--- src/pkg/dcp_pkg.sv ---
// Constants and types of the display control packet parser
package dcp_pkg;
  localparam logic [7:0]  START_CMD   = 8'h07;
  localparam logic [7:0]  START_ACK   = 8'h06;
  localparam logic [7:0]  START_NAK   = 8'h15;
  localparam logic [7:0]  BCAST_ADDR  = 8'hFF;
  localparam logic [7:0]  CHECK_SUM   = 8'hFF;
  localparam logic [7:0]  MAX_COUNT   = 8'h4A;
  localparam logic [2:0]  IDX_ADDR    = 3'h1;
  localparam logic [2:0]  IDX_CMD0    = 3'h2;
  localparam logic [2:0]  IDX_CMD1    = 3'h3;
  localparam logic [2:0]  IDX_CMD2    = 3'h4;
  localparam logic [2:0]  IDX_COUNT   = 3'h5;
  localparam logic [2:0]  IDX_HCHK    = 3'h6;
  localparam logic [3:0]  TX_LAST_HDR = 4'h6;
  localparam logic [3:0]  TX_LAST_DAT = 4'h8;
  localparam int          FIFO_DEPTH  = 16;
  localparam logic [23:0] BACKLIGHT_FLOOR_CMD        = 24'h425249;
  localparam logic [23:0] KEYPAD_LED_LEVEL_CMD       = 24'h42524C;
  localparam logic [23:0] BACKLIGHT_CEILING_CMD      = 24'h42524D;
  localparam logic [23:0] USER_BRIGHTNESS_CMD        = 24'h425254;
  localparam logic [23:0] BRILLIANCE_BUTTON_CMD      = 24'h425255;
  localparam logic [23:0] BUZZER_CMD                 = 24'h425A5A;
  localparam logic [23:0] COLOUR_PACKAGE_FETCH_CMD   = 24'h444C4E;
  localparam logic [23:0] COLOUR_PACKAGE_COUNT_QUERY = 24'h444C3F;
  localparam logic [23:0] ELAPSED_TIME_QUERY         = 24'h455443;
  localparam logic [23:0] GLASS_FLOOR_BRIGHTNESS_CMD = 24'h474D42;
  localparam logic [23:0] POTENTIOMETER_CMD          = 24'h504F54;
  localparam logic [23:0] SCALER_VERSION_QUERY       = 24'h535749;
  localparam logic [23:0] KEYPAD_VERSION_QUERY       = 24'h53574B;
  localparam logic [23:0] MAINS_DETECT_CMD           = 24'h414446;
  localparam logic [23:0] MAINS_DETECT_QUERY         = 24'h41443F;
  localparam logic [23:0] BRIGHTNESS_CMD             = 24'h424C49;
  localparam logic [23:0] SERIAL_CMD_DISABLE         = 24'h445546;
  localparam logic [23:0] CHART_MODE_SELECT_CMD      = 24'h454D53;

  typedef enum logic [2:0] {
    ST_IDLE = 3'h0,
    ST_HDR  = 3'h1,
    ST_DATA = 3'h3,
    ST_DCHK = 3'h2,
    ST_WAIT = 3'h6,
    ST_SEND = 3'h7
  } state_type;
endpackage : dcp_pkg

--- src/logic/display_ctrl_packet_parser.sv ---
// Command frame receiver, decoder and ACK/NAK responder with input FIFO
// Overview of operation
// Frame: start, address, three command bytes, count, header check, data, data check.
// Frames are seven to eighty-two bytes; others are invalid.
// Start byte 07 is command, 06 is ACK, 15 is NAK.
// Host starts every command frame with 07.
// Every command gets a reply: ACK on success, NAK on failure.
// Address must be broadcast FF, the only supported address.
// Reply address byte identifies the responding unit.
// Count byte is data length, zero to seventy-four.
// Bytes 0 to 6 sum to FF modulo 256; receiver checks it.
// Bad header check gets a NAK reply.
// Data bytes are present only when the count is nonzero.
// Nonzero count adds a data check; data plus check sum to FF.
// Bad data check gets a NAK reply.
// Decode brightness group 42 52 with 49, 4C, 4D, 54, 55.
// Decode colour package fetch, package count and elapsed-time queries.
// Decode scaler and keypad firmware version queries.
// Decode mains detect command and its status query.
// Decode buzzer, glass floor, potentiometer, brightness, serial disable, chart mode.
// Scaler version query is 07 FF 53 57 49 00 06.
// Idle receiver drops bytes other than 07 to resynchronise.
// Replies repeat the command bytes and use the same checksums.
`timescale 1ns/1ps
`default_nettype none

module byte_fifo #(
  parameter int WIDTH = 8,
  parameter int DEPTH = 16
) (
  input  wire logic             clk_sys_in,
  input  wire logic             rstn_in,
  input  wire logic [WIDTH-1:0] in_data_in,
  input  wire logic             in_valid_in,
  output logic                  in_ready_out,
  output logic      [WIDTH-1:0] out_data_out,
  output logic                  out_valid_out,
  input  wire logic             out_ready_in
);
  localparam int AW = $clog2(DEPTH);
  logic [WIDTH-1:0] mem [DEPTH];
  logic [AW-1:0]    wr_q;
  logic [AW-1:0]    rd_q;
  logic [AW:0]      cnt_q;
  logic [AW:0]      cnt_d;
  logic             push;
  logic             pop;

  assign push          = in_valid_in && in_ready_out;
  assign pop           = out_valid_out && out_ready_in;
  assign out_valid_out = (cnt_q != '0);
  assign out_data_out  = mem[rd_q];

  always_comb begin
    cnt_d = cnt_q;
    if (push && !pop) begin
      cnt_d = cnt_q + 1'b1;
    end else if (pop && !push) begin
      cnt_d = cnt_q - 1'b1;
    end
  end

  always_ff @(posedge clk_sys_in) begin
    if (!rstn_in) begin
      wr_q         <= '0;
      rd_q         <= '0;
      cnt_q        <= '0;
      in_ready_out <= 1'b0;
    end else begin
      if (push) begin
        wr_q <= wr_q + 1'b1;
      end
      if (pop) begin
        rd_q <= rd_q + 1'b1;
      end
      cnt_q        <= cnt_d;
      in_ready_out <= (cnt_d != (AW+1)'(DEPTH));
    end
  end

  always_ff @(posedge clk_sys_in) begin
    if (push) begin
      mem[wr_q] <= in_data_in;
    end
  end
endmodule : byte_fifo

module display_ctrl_packet_parser #(
  parameter logic [7:0] UNIT_ADDR = 8'hFF
) (
  input  wire logic        clk_sys_in,
  input  wire logic        rstn_in,
  input  wire logic [7:0]  rx_data_in,
  input  wire logic        rx_valid_in,
  output logic             rx_ready_out,
  output logic [7:0]       tx_data_out,
  output logic             tx_valid_out,
  input  wire logic        tx_ready_in,
  output logic [7:0]       payload_data_out,
  output logic             payload_valid_out,
  output logic             cmd_valid_out,
  output logic [23:0]      cmd_code_out,
  output logic [7:0]       payload_count_out,
  input  wire logic        done_in,
  input  wire logic        ok_in,
  input  wire logic        rsp_has_data_in,
  input  wire logic [7:0]  rsp_data_in
);
  dcp_pkg::state_type state_q;
  logic [7:0]  f_data;
  logic        f_valid;
  logic        f_ready;
  logic        take;
  logic [2:0]  hidx_q;
  logic [7:0]  hsum_q;
  logic [7:0]  dsum_q;
  logic [7:0]  left_q;
  logic [7:0]  addr_q;
  logic        hdr_end;
  logic        hdr_bad;
  logic        known;
  logic        go_wait;
  logic        ack_q;
  logic        rsp_has_q;
  logic [7:0]  rsp_data_q;
  logic [3:0]  tx_idx_q;
  logic [3:0]  tx_last;
  logic [7:0]  start_byte;
  logic [7:0]  hchk_byte;

  function automatic logic is_known(input logic [23:0] c);
    case (c)
      dcp_pkg::BACKLIGHT_FLOOR_CMD, dcp_pkg::KEYPAD_LED_LEVEL_CMD, dcp_pkg::BACKLIGHT_CEILING_CMD,
      dcp_pkg::USER_BRIGHTNESS_CMD, dcp_pkg::BRILLIANCE_BUTTON_CMD,
      dcp_pkg::COLOUR_PACKAGE_FETCH_CMD, dcp_pkg::COLOUR_PACKAGE_COUNT_QUERY, dcp_pkg::ELAPSED_TIME_QUERY,
      dcp_pkg::SCALER_VERSION_QUERY, dcp_pkg::KEYPAD_VERSION_QUERY,
      dcp_pkg::MAINS_DETECT_CMD, dcp_pkg::MAINS_DETECT_QUERY,
      dcp_pkg::BUZZER_CMD, dcp_pkg::GLASS_FLOOR_BRIGHTNESS_CMD, dcp_pkg::POTENTIOMETER_CMD,
      dcp_pkg::BRIGHTNESS_CMD, dcp_pkg::SERIAL_CMD_DISABLE, dcp_pkg::CHART_MODE_SELECT_CMD:
        is_known = 1'b1;
      default: is_known = 1'b0;
    endcase
  endfunction : is_known

  byte_fifo #(
    .WIDTH (8),
    .DEPTH (dcp_pkg::FIFO_DEPTH)
  ) u_rx_fifo (
    .clk_sys_in    (clk_sys_in),
    .rstn_in       (rstn_in),
    .in_data_in    (rx_data_in),
    .in_valid_in   (rx_valid_in),
    .in_ready_out  (rx_ready_out),
    .out_data_out  (f_data),
    .out_valid_out (f_valid),
    .out_ready_in  (f_ready)
  );

  // Receive side stalls while a command is served or a reply is sent
  assign f_ready = (state_q == dcp_pkg::ST_IDLE) || (state_q == dcp_pkg::ST_HDR) ||
                   (state_q == dcp_pkg::ST_DATA) || (state_q == dcp_pkg::ST_DCHK);
  assign take    = f_valid && f_ready;
  assign known   = is_known(cmd_code_out);
  assign hdr_end = take && (state_q == dcp_pkg::ST_HDR) && (hidx_q == dcp_pkg::IDX_HCHK);
  assign hdr_bad = (8'(hsum_q + f_data) != dcp_pkg::CHECK_SUM) ||
                   (addr_q != dcp_pkg::BCAST_ADDR) ||
                   (payload_count_out > dcp_pkg::MAX_COUNT);
  assign go_wait = known && ((hdr_end && !hdr_bad && payload_count_out == 8'h00) ||
                   (take && state_q == dcp_pkg::ST_DCHK &&
                    8'(dsum_q + f_data) == dcp_pkg::CHECK_SUM));

  always_ff @(posedge clk_sys_in) begin
    if (!rstn_in) begin
      state_q <= dcp_pkg::ST_IDLE;
    end else begin
      case (state_q)
        dcp_pkg::ST_IDLE: begin
          if (take && f_data == dcp_pkg::START_CMD) begin
            state_q <= dcp_pkg::ST_HDR;
          end
        end
        dcp_pkg::ST_HDR: begin
          if (hdr_end) begin
            if (go_wait) begin
              state_q <= dcp_pkg::ST_WAIT;
            end else if (hdr_bad || payload_count_out == 8'h00) begin
              state_q <= dcp_pkg::ST_SEND;
            end else begin
              state_q <= dcp_pkg::ST_DATA;
            end
          end
        end
        dcp_pkg::ST_DATA: begin
          if (take && left_q == 8'h01) begin
            state_q <= dcp_pkg::ST_DCHK;
          end
        end
        dcp_pkg::ST_DCHK: begin
          if (take) begin
            state_q <= go_wait ? dcp_pkg::ST_WAIT : dcp_pkg::ST_SEND;
          end
        end
        dcp_pkg::ST_WAIT: begin
          if (done_in) begin
            state_q <= dcp_pkg::ST_SEND;
          end
        end
        dcp_pkg::ST_SEND: begin
          if (tx_valid_out && tx_ready_in && tx_idx_q == tx_last) begin
            state_q <= dcp_pkg::ST_IDLE;
          end
        end
        default: state_q <= dcp_pkg::ST_IDLE;
      endcase
    end
  end

  // Header capture and running sums
  always_ff @(posedge clk_sys_in) begin
    if (!rstn_in) begin
      hidx_q            <= 3'h0;
      hsum_q            <= 8'h00;
      dsum_q            <= 8'h00;
      left_q            <= 8'h00;
      addr_q            <= 8'h00;
      cmd_code_out      <= 24'h000000;
      payload_count_out <= 8'h00;
    end else if (take) begin
      if (state_q == dcp_pkg::ST_IDLE) begin
        hidx_q <= dcp_pkg::IDX_ADDR;
        hsum_q <= f_data;
      end else if (state_q == dcp_pkg::ST_HDR) begin
        hidx_q <= hidx_q + 3'h1;
        hsum_q <= 8'(hsum_q + f_data);
        case (hidx_q)
          dcp_pkg::IDX_ADDR:  addr_q <= f_data;
          dcp_pkg::IDX_CMD0:  cmd_code_out[23:16] <= f_data;
          dcp_pkg::IDX_CMD1:  cmd_code_out[15:8] <= f_data;
          dcp_pkg::IDX_CMD2:  cmd_code_out[7:0] <= f_data;
          dcp_pkg::IDX_COUNT: payload_count_out <= f_data;
          default: begin
            dsum_q <= 8'h00;
            left_q <= payload_count_out;
          end
        endcase
      end else if (state_q == dcp_pkg::ST_DATA) begin
        dsum_q <= 8'(dsum_q + f_data);
        left_q <= left_q - 8'h01;
      end
    end
  end

  // Payload stream and command strobe towards the application
  always_ff @(posedge clk_sys_in) begin
    if (!rstn_in) begin
      payload_valid_out <= 1'b0;
      payload_data_out  <= 8'h00;
      cmd_valid_out     <= 1'b0;
    end else begin
      payload_valid_out <= take && (state_q == dcp_pkg::ST_DATA);
      payload_data_out  <= f_data;
      cmd_valid_out     <= go_wait;
    end
  end

  // Reply status: any error path leaves a NAK
  always_ff @(posedge clk_sys_in) begin
    if (!rstn_in) begin
      ack_q      <= 1'b0;
      rsp_has_q  <= 1'b0;
      rsp_data_q <= 8'h00;
    end else if (take && state_q == dcp_pkg::ST_IDLE) begin
      ack_q     <= 1'b0;
      rsp_has_q <= 1'b0;
    end else if (state_q == dcp_pkg::ST_WAIT && done_in) begin
      ack_q      <= ok_in;
      rsp_has_q  <= rsp_has_data_in;
      rsp_data_q <= rsp_data_in;
    end
  end

  assign tx_last    = rsp_has_q ? dcp_pkg::TX_LAST_DAT : dcp_pkg::TX_LAST_HDR;
  assign start_byte = ack_q ? dcp_pkg::START_ACK : dcp_pkg::START_NAK;
  assign hchk_byte  = 8'(dcp_pkg::CHECK_SUM - (start_byte + UNIT_ADDR + cmd_code_out[23:16] +
                      cmd_code_out[15:8] + cmd_code_out[7:0] + {7'h00, rsp_has_q}));

  function automatic logic [7:0] reply_byte(input logic [3:0] i);
    case (i)
      4'h0:    reply_byte = start_byte;
      4'h1:    reply_byte = UNIT_ADDR;
      4'h2:    reply_byte = cmd_code_out[23:16];
      4'h3:    reply_byte = cmd_code_out[15:8];
      4'h4:    reply_byte = cmd_code_out[7:0];
      4'h5:    reply_byte = {7'h00, rsp_has_q};
      4'h6:    reply_byte = hchk_byte;
      4'h7:    reply_byte = rsp_data_q;
      default: reply_byte = 8'(dcp_pkg::CHECK_SUM - rsp_data_q);
    endcase
  endfunction : reply_byte

  always_ff @(posedge clk_sys_in) begin
    if (!rstn_in) begin
      tx_idx_q     <= 4'h0;
      tx_valid_out <= 1'b0;
      tx_data_out  <= 8'h00;
    end else if (state_q != dcp_pkg::ST_SEND) begin
      tx_idx_q     <= 4'h0;
      tx_valid_out <= 1'b0;
    end else if (!tx_valid_out) begin
      tx_valid_out <= 1'b1;
      tx_data_out  <= reply_byte(tx_idx_q);
    end else if (tx_ready_in) begin
      if (tx_idx_q == tx_last) begin
        tx_valid_out <= 1'b0;
      end else begin
        tx_idx_q    <= tx_idx_q + 4'h1;
        tx_data_out <= reply_byte(tx_idx_q + 4'h1);
      end
    end
  end

  property p_resync;
    @(posedge clk_sys_in) disable iff (!rstn_in)
    (state_q == dcp_pkg::ST_IDLE && f_valid && f_data != dcp_pkg::START_CMD) |=> state_q == dcp_pkg::ST_IDLE;
  endproperty
  a_resync: assert property (p_resync) else $error("stray byte left idle");

  property p_hdr_nak;
    @(posedge clk_sys_in) disable iff (!rstn_in)
    (hdr_end && hdr_bad) |=> (state_q == dcp_pkg::ST_SEND && !ack_q) ##1 (tx_data_out == dcp_pkg::START_NAK);
  endproperty
  a_hdr_nak: assert property (p_hdr_nak) else $error("bad header not answered by NAK");

  property p_data_nak;
    @(posedge clk_sys_in) disable iff (!rstn_in)
    (take && state_q == dcp_pkg::ST_DCHK && 8'(dsum_q + f_data) != dcp_pkg::CHECK_SUM)
      |=> state_q == dcp_pkg::ST_SEND && !ack_q;
  endproperty
  a_data_nak: assert property (p_data_nak) else $error("bad data check not answered by NAK");

  property p_done_ack;
    @(posedge clk_sys_in) disable iff (!rstn_in)
    (state_q == dcp_pkg::ST_WAIT && done_in) |=> state_q == dcp_pkg::ST_SEND && ack_q == $past(ok_in);
  endproperty
  a_done_ack: assert property (p_done_ack) else $error("reply kind differs from result");

  property p_start_byte;
    @(posedge clk_sys_in) disable iff (!rstn_in)
    (tx_valid_out && tx_idx_q == 4'h0) |-> tx_data_out == (ack_q ? dcp_pkg::START_ACK : dcp_pkg::START_NAK);
  endproperty
  a_start_byte: assert property (p_start_byte) else $error("wrong reply start byte");

  property p_unit_addr;
    @(posedge clk_sys_in) disable iff (!rstn_in)
    (tx_valid_out && tx_idx_q == 4'h1) |-> tx_data_out == UNIT_ADDR;
  endproperty
  a_unit_addr: assert property (p_unit_addr) else $error("reply address wrong");

  property p_known;
    @(posedge clk_sys_in) disable iff (!rstn_in)
    cmd_valid_out |-> is_known(cmd_code_out) && state_q == dcp_pkg::ST_WAIT &&
                      addr_q == dcp_pkg::BCAST_ADDR && payload_count_out <= dcp_pkg::MAX_COUNT;
  endproperty
  a_known: assert property (p_known) else $error("unknown command dispatched");

  property p_no_data;
    @(posedge clk_sys_in) disable iff (!rstn_in)
    (hdr_end && !hdr_bad && payload_count_out == 8'h00) |=> state_q != dcp_pkg::ST_DATA;
  endproperty
  a_no_data: assert property (p_no_data) else $error("zero count frame expects data");

  property p_count_max;
    @(posedge clk_sys_in) disable iff (!rstn_in)
    (state_q == dcp_pkg::ST_DATA) |-> left_q != 8'h00 && left_q <= dcp_pkg::MAX_COUNT;
  endproperty
  a_count_max: assert property (p_count_max) else $error("data count out of range");
endmodule : display_ctrl_packet_parser

`default_nettype wire

--- config.mk ---
export PLATFORM = sky130hd
export DESIGN_NAME = display_ctrl_packet_parser
export DESIGN_NICKNAME = d
export VERILOG_FILES = /design/src/pkg/dcp_pkg.sv /design/src/logic/display_ctrl_packet_parser.sv
export SDC_FILE = /design/constraint.sdc
export NUM_CORES = 1
export LEC_CHECK = 0
export BUFFER_PORTS_ARGS = -buffer_cell sky130_fd_sc_hd__buf_2
export CORE_MARGIN = 4
export CORE_UTILIZATION = 55
export CTS_CLUSTER_DIAMETER = 80
export CTS_CLUSTER_SIZE = 8
export DETAILED_ROUTE_END_ITERATION = 6
export HOLD_SLACK_MARGIN = 0.12
export PLACE_DENSITY = 0.86
export SETUP_SLACK_MARGIN = 0.4
export SYNTH_ARGS = -nofsm -noshare
export SYNTH_HDL_FRONTEND = slang
export SYNTH_SLANG_ARGS = --single-unit
--- constraint.sdc ---
create_clock -name clk_sys_in -period 3.71 [get_ports clk_sys_in]
set_clock_uncertainty 0.15 [all_clocks]
set_input_delay 0.742 -clock clk_sys_in [delete_from_list [all_inputs] [get_ports clk_sys_in]]
set_output_delay 0.742 -clock clk_sys_in [all_outputs]
set_load 0.005 [all_outputs]
==> out/results.tsv, run 1 <==
stage	metric	value	unit
status	status	complete, but fails checks	
status	failing checks	negative setup slack	
placement	post-place instance area	13900	sq um
clock_tree	CTS max path bufs	3	
global_route	largest net degree at the start of global routing	46	
logic_synthesis	number of synthesized flops with an enable pin	128	
logic_synthesis	synthesized area	12800	sq um
critical_path	crit-path cells	buf_12, buf_4, buf_12, mux4_2, mux2i_4, mux2i_2, ha_1, buf_4, nand3_1, o211ai_1, o41ai_2, buf_4, buf_4, mux2i_1, o21ai_1, a22oi_1, nor2_1	
power	cell leakage power	5.97	nW
logic_synthesis	top-area cell type share of the netlist area	30.0	%
critical_path	worst-path maximum fanout	8	
floorplanning	die area	25800	sq um
logic_synthesis	Cell variety after synth	74	
placement	IO buf count	74	
sta	RSZ-0062 raised after global routing	true	
clock_tree	cts bufs inserted	37	
clock_tree	clock latency on the worst-skew pair	530	ps
logic_synthesis	Synth area leader	edfxtp_1	
clock_tree	post-cts hold buffer count	0	
finish	P&R area growth vs syn	23.0	%
critical_path	crit path kind	reg2reg	
route	vias	10682	
clock_tree	H-tree levels	2	
floorplanning	Std-Cell Rows	55	
logic_synthesis	Post-Syn Nets	1276	
logic_synthesis	count leader, synth	nor2_1	
finish	n_diodes	0	
floorplanning	die width	161	microns
critical_path	most used cell, CP	buf_4	
global_route	vias in the first global route	10428	
critical_path	CP endpoint kind	flip-flop	
route	drt drc	0	
sta	final setup TNS	-532	ps
sta	fin crit share	104	%
route	1st-iter DRT viols	1314	
global_route	initial antenna violation count	0	
power	Peak VDD IR	493	uV
route	ANT nets after route	0	
logic_synthesis	Synth warnings	0	
floorplanning	initial core utilization	56.3	%
logic_synthesis	ys async rst share	0	%
logic_synthesis	multiplexer area fraction after synthesis	10.8	%
critical_path	Critical Path Slowest Stage Cell	mux4_2	
route	post-DR wirelength/cell	22.7	microns
critical_path	Worst Path Buf+Inv	6	
finish	share of cells above drive strength 1	26.2	%
logic_synthesis	largest cells by area after synthesis	edfxtp_1 (30%), dfxtp_1 (19%), mux4_2 (5.6%)	
logic_synthesis	main combinational cell family by area after synthesis	simple AND/OR/NAND/NOR gates	
floorplanning	# IOs	75	
placement	detailed placement HPWL	24200	microns
sta	Max Fclk	258	MHz
finish	Layout Nets	1425	
sta	Final Hold Slack	295	ps
sta	Max Slew Vio Count	0	
power	pwr/cell area	591	nW/um^2
clock_tree	Reg clk slew, reported paths	50	ps
sta	Final Hold Vio Count	0	
critical_path	critical path's largest stage delay	520	ps
logic_synthesis	Simple-Gate Fraction of Synth Area	14.1	%
critical_path	Crit path arrival time	4120	ps
placement	global placer's final weighted congestion	1.03	
worst_hold_path	Hold/Removal Path Class	reg2reg	
clock_tree	CTS tree	done	
job	Max Cap Viol	0	
finish	Filler Cell Count	1521	
floorplanning	die height	161	microns
sta	slew margin rel.	36.2	%
finish	utilization after layout	69.2	%
sta	Slew @ Worst Pin	954	ps
logic_synthesis	top_reg_cell synth	edfxtp_1	
logic_synthesis	sequential share of the synthesized area	48.9	%
route	Routed WL	37900	microns
sta	post-route minimum period	3870	ps
logic_synthesis	compound-cell area share of the yosys netlist	12.0	%
clock_tree	Clock Root Buffer	clkbuf_16	
global_route	gr ovfl total	0	
route	Vias/cell	6.40	
sta	Final setup viols	6	
critical_path	crit start category	flip-flop	
floorplanning	Core ar.	22800	sq um
finish	final instance area	15800	sq um
global_route	Total GRT Usage	28.2	%
sta	setup ws final	-163	ps
critical_path	CP required	3960	ps
logic_synthesis	Mapped Cells	1188	
logic_synthesis	Post-Synth Adder-Cell Area	7.14	%
logic_synthesis	Avg Inst Size Synth	10.8	sq um
clock_tree	CTS Sinks	249	
logic_synthesis	Post-Synth XOR/XNOR Area	2.29	%
logic_synthesis	commonest cells in the netlist	nor2_1 (132), edfxtp_1 (128), dfxtp_1 (121), nand2_1 (81), a21oi_1 (80)	
route	DRT Pass-1 Iters	6	
logic_synthesis	register bit total from synthesis	249	
critical_path	Worst path top cell family by delay	multiplexers	
global_route	first-pass GRT wire length	57700	microns
-- path summary, 6_finish.rpt --
path | startpoint | to | slack (ps) | depth (start not counted)
max reg2reg | flip-flop | hsum_q[7]$_SDFFE_PN0P_ | -160 | 17
min reg2reg | tx_data_out[2]$_SDFFE_PN0P_ | tx_data_out[2]$_SDFFE_PN0P_ | 300 | 2
max | flip-flop | hsum_q[7]$_SDFFE_PN0P_ | -160 | 17
min | tx_data_out[2]$_SDFFE_PN0P_ | tx_data_out[2]$_SDFFE_PN0P_ | 300 | 2
-- routing by layer --
layer | wire length (microns) | up-vias | track usage [%]
li1 | - | 4674 | -
met1 | 14100 | 5143 | 35.0
met2 | 18600 | 702 | 48.6
met3 | 3280 | 163 | 5.13
met4 | 1950 | 0 | 12.4
met5 | 0 | - | 0
-- cell families (layout without fill, tap and decap cells) --
logic type	after synthesis	in the layout
AO/OA/AOI/OAI	235	235
XOR/XNOR	32	32
adder cells (fa/ha/maj)	67	67
buffers and inverters	143	312
flip-flops	249	249
multiplexers	90	90
AND/OR/NAND/NOR	372	372
-- state kept, by name (all words and copies together), names as in the netlist, named ones only --
signal,count
ack_q,1
addr_q,8
cmd_code_out,24
cmd_valid_out,1
dsum_q,8
hidx_q,3
hsum_q,8
left_q,8
payload_count_out,8
payload_data_out,8
payload_valid_out,1
rsp_data_q,8
rsp_has_q,1
state_q,3
tx_data_out,8
tx_idx_q,4
tx_valid_out,1
u_rx_fifo.cnt_q,5
u_rx_fifo.in_ready_out,1
u_rx_fifo.mem,128
u_rx_fifo.rd_q,4
u_rx_fifo.wr_q,4
-- worst min-delay path, delay by kind of cell, from the launching register on --
kind	cells	cell delay (ps)
compound gates	1	50
flops	1	300
simple gates	1	50
-- timing repair --
action                                  in CTS  in global routing
setup buffers                                9                 16
pin swaps                                   35                 36
gates resized for setup                     42                 62
endpoints found under the setup margin      16                 21
-- power by group --
group / internal [mW] / switching [mW] / total [mW]
sequential: 3.04 / 0.164 / 3.20
combinational: 1.39 / 1.62 / 3.02
clock: 1.87 / 1.24 / 3.11
-- per-stage QoR --
stage	instances	setup WS (ps)	power, mW
3_3_place_gp	1586	49.1	5.51
4_1_cts	1654	-97.2	8.89
3_5_place_dp	1586	-93.5	5.60
5_1_grt	1670	-302	9.71
6_report	1670	-163	9.32
2_1_floorplan	1188	29.1	4.94
-- layout by cell type, fill, tap and decap left out, types with 5 or more instances in the layout --
| cell type | n |
|---|---|
| fa_1 | 7 |
| ha_4 | 13 |
| xor2_1 | 14 |
| a31oi_1 | 12 |
| buf_6 | 5 |
| a21oi_1 | 72 |
| o21ai_0 | 16 |
| clkbuf_16 | 37 |
| inv_2 | 19 |
| o211ai_1 | 7 |
| nand3_1 | 28 |
| nor3_1 | 22 |
| a21oi_2 | 5 |
| ha_1 | 40 |
| buf_4 | 92 |
| o31a_1 | 5 |
| edfxtp_1 | 128 |
| a22oi_1 | 21 |
| xnor2_1 | 13 |
| dfxtp_1 | 113 |
| o21a_1 | 9 |
| and2_1 | 17 |
| mux4_2 | 32 |
| inv_1 | 55 |
| mux2i_1 | 44 |
| nor4_1 | 9 |
| mux2i_2 | 5 |
| o21ai_1 | 10 |
| nand2b_1 | 8 |
| nor2b_1 | 9 |
| nand2_1 | 81 |
| dfxtp_2 | 7 |
| mux2i_4 | 5 |
| buf_2 | 74 |
| clkbuf_1 | 18 |
| nand4_1 | 20 |
| nor3b_1 | 8 |
| a211oi_1 | 17 |
| nor2_1 | 130 |
| a221oi_1 | 5 |
-- final cells by class --
class,instances,area [sq um],share of cell area (%)
multi-input cells,796,6500,41.2
flip-flops and latches,249,6280,39.8
repair buffers,176,1210,7.69
clock buffers,55,993,6.30
well taps,313,392,2.48
inverters,77,297,1.88
clock inverters,4,98.8,0.627
No activity file was read; power rests on OpenSTA's default activity.
==> run 2: changes to the inputs <==
--- a/config.mk
+++ b/config.mk
@@ -16,4 +16,5 @@
 export SETUP_SLACK_MARGIN = 0.4
 export SYNTH_ARGS = -nofsm -noshare
 export SYNTH_HDL_FRONTEND = slang
+export SYNTH_HIERARCHICAL = 1
 export SYNTH_SLANG_ARGS = --single-unit
==> run 2 against run 1 <==
  * The run ends with design-rule violations, negative setup slack left
  * Sequential share of layout area increased by 0.13 points
  * Total power decreased by 2.2%
  * Core utilization decreased by 0.67 points
  * Global-route usage decreased by 0.66 points
  * Final area decreased by 0.36%
  * Cell count decreased by 2.2%
  * Clock power about the same
  * Maximum frequency increased by 2.0%
  * Highest routed layer unchanged
  * First-iteration DRC count increased by 3.3%
  * Die area increased by 0.82%
  * Flip-flop and latch count unchanged
==> out/results.tsv, run 2 <==
stage	metric	value	unit	change
status	status	complete, but fails checks		unchanged
status	failing checks	design-rule violations, negative setup slack		was negative setup slack
floorplanning	die area	26000	sq um	was 25800 sq um
finish	commonest non-fill, non-tap cell in the layout	edfxtp_1		was nor2_1
finish	Filler Cell Count	1568		was 1521
logic_synthesis	Mapped Cells	1166		was 1188
logic_synthesis	multiplexer area fraction after synthesis	9.08	%	was 10.8%
sta	final setup TNS	-163	ps	was -532 ps
route	ANT nets after route	0		unchanged
power	Psw	2.79	mW	was 3.03 mW
route	drt drc	1		was 0
logic_synthesis	Synth area leader	edfxtp_1		unchanged
logic_synthesis	Avg Inst Size Synth	11.1	sq um	was 10.8 sq um
clock_tree	CTS Sinks	249		unchanged
logic_synthesis	ys async rst share	0	%	unchanged
sta	RSZ-0062 raised after global routing	true		unchanged
power	Clock power frac	34.0	%	was 33.3%
floorplanning	# IOs	75		unchanged
route	1st-iter DRT viols	1357		was 1314
critical_path	crit start category	flip-flop		unchanged
power	pwr/cell area	580	nW/um^2	was 591 nW/um^2
logic_synthesis	Synth warnings	6		was 0
sta	setup ws final	-87.1	ps	was -163 ps
clock_tree	cts bufs inserted	37		unchanged
sta	fin crit share	102	%	was 104%
global_route	gr ovfl total	0		unchanged
power	Peak VDD IR	475	uV	was 493 uV
logic_synthesis	top-area cell type share of the netlist area	29.7	%	was 30.0%
floorplanning	initial core utilization	56.4	%	was 56.3%
global_route	initial antenna violation count	0		unchanged
clock_tree	CTS max path bufs	3		unchanged
clock_tree	CTS tree	done		unchanged
route	DRT Pass-1 Iters	7		was 6
sta	Max Fclk	263	MHz	was 258 MHz
sta	Slew @ Worst Pin	858	ps	was 954 ps
logic_synthesis	number of synthesized flops with an enable pin	128		unchanged
placement	detailed placement HPWL	24000	microns	was 24200 microns
global_route	Total GRT Usage	27.6	%	was 28.2%
finish	most frequent cells in the layout	edfxtp_1 (128), dfxtp_1 (115), nand2_1 (93)		was nor2_1 (130), edfxtp_1 (128), dfxtp_1 (113)
floorplanning	die height	161	microns	about the same
logic_synthesis	count leader, synth	edfxtp_1		was nor2_1
sta	Final setup viols	3		was 6
power	P_int	6.33	mW	was 6.30 mW
logic_synthesis	main combinational cell family by area after synthesis	simple AND/OR/NAND/NOR gates		unchanged
logic_synthesis	Post-Synth Adder-Cell Area	7.09	%	was 7.14%
critical_path	CP required	4030	ps	was 3960 ps
power	total power	9.12	mW	was 9.32 mW
logic_synthesis	Cell variety after synth	90		was 74
floorplanning	die width	161	microns	about the same
clock_tree	clock latency on the worst-skew pair	530	ps	about the same
logic_synthesis	Post-Syn Nets	1254		was 1276
sta	slew margin rel.	42.6	%	was 36.2%
critical_path	Crit path arrival time	4110	ps	was 4120 ps
sta	Final Hold Vio Count	0		unchanged
sta	post-route minimum period	3800	ps	was 3870 ps
finish	biggest regs	u_rx_fifo/mem: 128 flops, cmd_code_out: 24 flops		was u_rx_fifo.mem: 128 flops, cmd_code_out: 24 flops
finish	P&R area growth vs syn	21.5	%	was 23.0%
critical_path	crit path kind	reg2reg		unchanged
route	post-DR wirelength/cell	22.3	microns	was 22.7 microns
route	vias	10503		was 10.7k
logic_synthesis	Post-Synth XOR/XNOR Area	2.10	%	was 2.29%
finish	Layout Nets	1386		was 1425
critical_path	worst reg2reg setup slack	-90	ps	was -160 ps
logic_synthesis	top_reg_cell synth	edfxtp_1		unchanged
power	part of the power in combinational logic	31.4	%	was 32.3%
finish	utilization after layout	68.6	%	was 69.2%
logic_synthesis	Simple-Gate Fraction of Synth Area	16.0	%	was 14.1%
floorplanning	Core ar.	22900	sq um	was 22800 sq um
critical_path	worst-path maximum fanout	8		unchanged
placement	IO buf count	74		unchanged
finish	n_diodes	0		unchanged
global_route	first-pass GRT wire length	57600	microns	was 57700 microns
power	Net Sw Frac	30.6	%	was 32.5%
power	cell leakage power	5.79	nW	was 5.97 nW
sta	Max Slew Vio Count	0		unchanged
placement	global placer's final weighted congestion	0.990		was 1.03
finish	Largest Register	u_rx_fifo/mem		was u_rx_fifo.mem
route	Vias/cell	6.43		was 6.40
clock_tree	H-tree levels	2		unchanged
clock_tree	Clock Root Buffer	clkbuf_16		unchanged
job	Max Cap Viol	0		unchanged
logic_synthesis	largest cells by area after synthesis	edfxtp_1 (30%), dfxtp_1 (19%), mux4_2 (7.0%)		was edfxtp_1 (30%), dfxtp_1 (19%), mux4_2 (5.6%)
floorplanning	Std-Cell Rows	55		unchanged
global_route	vias in the first global route	10401		about the same
logic_synthesis	compound-cell area share of the yosys netlist	13.7	%	was 12.0%
clock_tree	post-cts hold buffer count	0		unchanged
logic_synthesis	sequential share of the synthesized area	48.4	%	was 48.9%
power	Sequential Power Share	34.6	%	was 34.3%
logic_synthesis	synthesized area	12900	sq um	was 12800 sq um
worst_hold_path	Hold/Removal Path Class	in2reg		was reg2reg
critical_path	CP endpoint kind	flip-flop		unchanged
global_route	largest net degree at the start of global routing	36		was 46
logic_synthesis	register bit total from synthesis	249		unchanged
logic_synthesis	commonest cells in the netlist	edfxtp_1 (128), dfxtp_1 (121), nand2_1 (93), nor2_1 (73), a21oi_1 (55)		was nor2_1 (132), edfxtp_1 (128), dfxtp_1 (121), nand2_1 (81), a21oi_1 (80)
finish	share of cells above drive strength 1	26.2	%	about the same
clock_tree	Reg clk slew, reported paths	50	ps	about the same
finish	max reg flops	128		unchanged
route	Routed WL	36500	microns	was 37900 microns
[run 2: cell count changes after synthesis, moves of 8 or more]
cell	previous run	this run
o21ai_0	20	45
nor2b_1	11	39
and2_1	17	33
mux2i_1	53	24
a21boi_0	0	29
inv_1	73	47
mux4_2	32	40
nor2_1	132	73
nand2_1	81	93
a21oi_1	80	55
[run 2: kinds of logic after synthesis]
| family | count (synthesis) |
|---|---|
| buf+inv | 108 |
| fa+ha+maj | 67 |
| flops | 249 |
| mux | 67 |
| compound gates | 257 |
| xor+xnor | 31 |
| simple gates | 387 |
[run 2: area by class of cell]
type / count / area, sq um / share of cell area [%]
clock inverters: 3 / 45.0 / 0.287
clock buffers: 58 / 1030 / 6.53
repair buffers: 154 / 1080 / 6.87
multi-input cells: 809 / 6710 / 42.7
inverters: 47 / 181 / 1.15
flip-flops and latches: 249 / 6280 / 39.9
well taps: 313 / 392 / 2.49
[run 2: per-layer routing]
| layer | routed length (microns) | track usage (%) | vias to the layer above |
|---|---|---|---|
| met5 | 0 | 0 | - |
| met4 | 1690 | 12.1 | 0 |
| met3 | 3110 | 5.28 | 136 |
| met2 | 18100 | 48.0 | 652 |
| met1 | 13600 | 33.5 | 5080 |
| li1 | - | - | 4635 |
[run 2: final timing paths]
kind                                              from                          to  cells after the start
worst max-delay path                         flip-flop    cmd_valid_out$_SDFF_PN0_                     12
worst min-delay path                    rsp_data_in[1]  rsp_data_q[1]$_SDFFE_PN0P_                      3
worst max register to register               flip-flop    cmd_valid_out$_SDFF_PN0_                     12
worst min register to register  addr_q[0]$_SDFFE_PN0P_      addr_q[0]$_SDFFE_PN0P_                      2
[run 2: what timing repair did]
| item | 4_1_cts | 5_1_grt |
|---|---|---|
| gates cloned | 1 | 0 |
| setup endpoints to repair | 15 | 15 |
| pin swaps | 17 | 31 |
| setup buffers | 19 | 7 |
| resized for setup | 50 | 57 |
[run 2: critical path: stages (launching register included)]
cell	delay, ps
dfxtp_4	380
buf_12	140
buf_12	130
mux4_2	520
mux4_2	540
ha_1	390
o21a_1	220
o31a_1	160
nor4_1	320
a311oi_2	100
or4_4	430
o21ai_2	80
and3_1	160
[run 2: metrics by stage]
step	area (sq um)	setup slack (ps)	hold WS (ps)	instances
6_report	15700	-87.1	317	1633
5_1_grt	15700	-187	327	1633
4_1_cts	15400	5.72	308	1626
3_5_place_dp	13900	-41.4	312	1545
3_3_place_gp	13900	67.0	299	1545
2_1_floorplan	13000	48.5	293	1166
[run 2: power by group through the flow]
stage / clock network (mW) / registers [mW] / logic, mW
finish: 3.10 / 3.15 / 2.86
detailed placement: 0 / 3.18 / 2.21
global route: 3.28 / 3.16 / 3.08
CTS: 3.14 / 3.14 / 2.62
floorplan: 0 / 3.15 / 1.67
global placement: 0 / 3.17 / 2.13
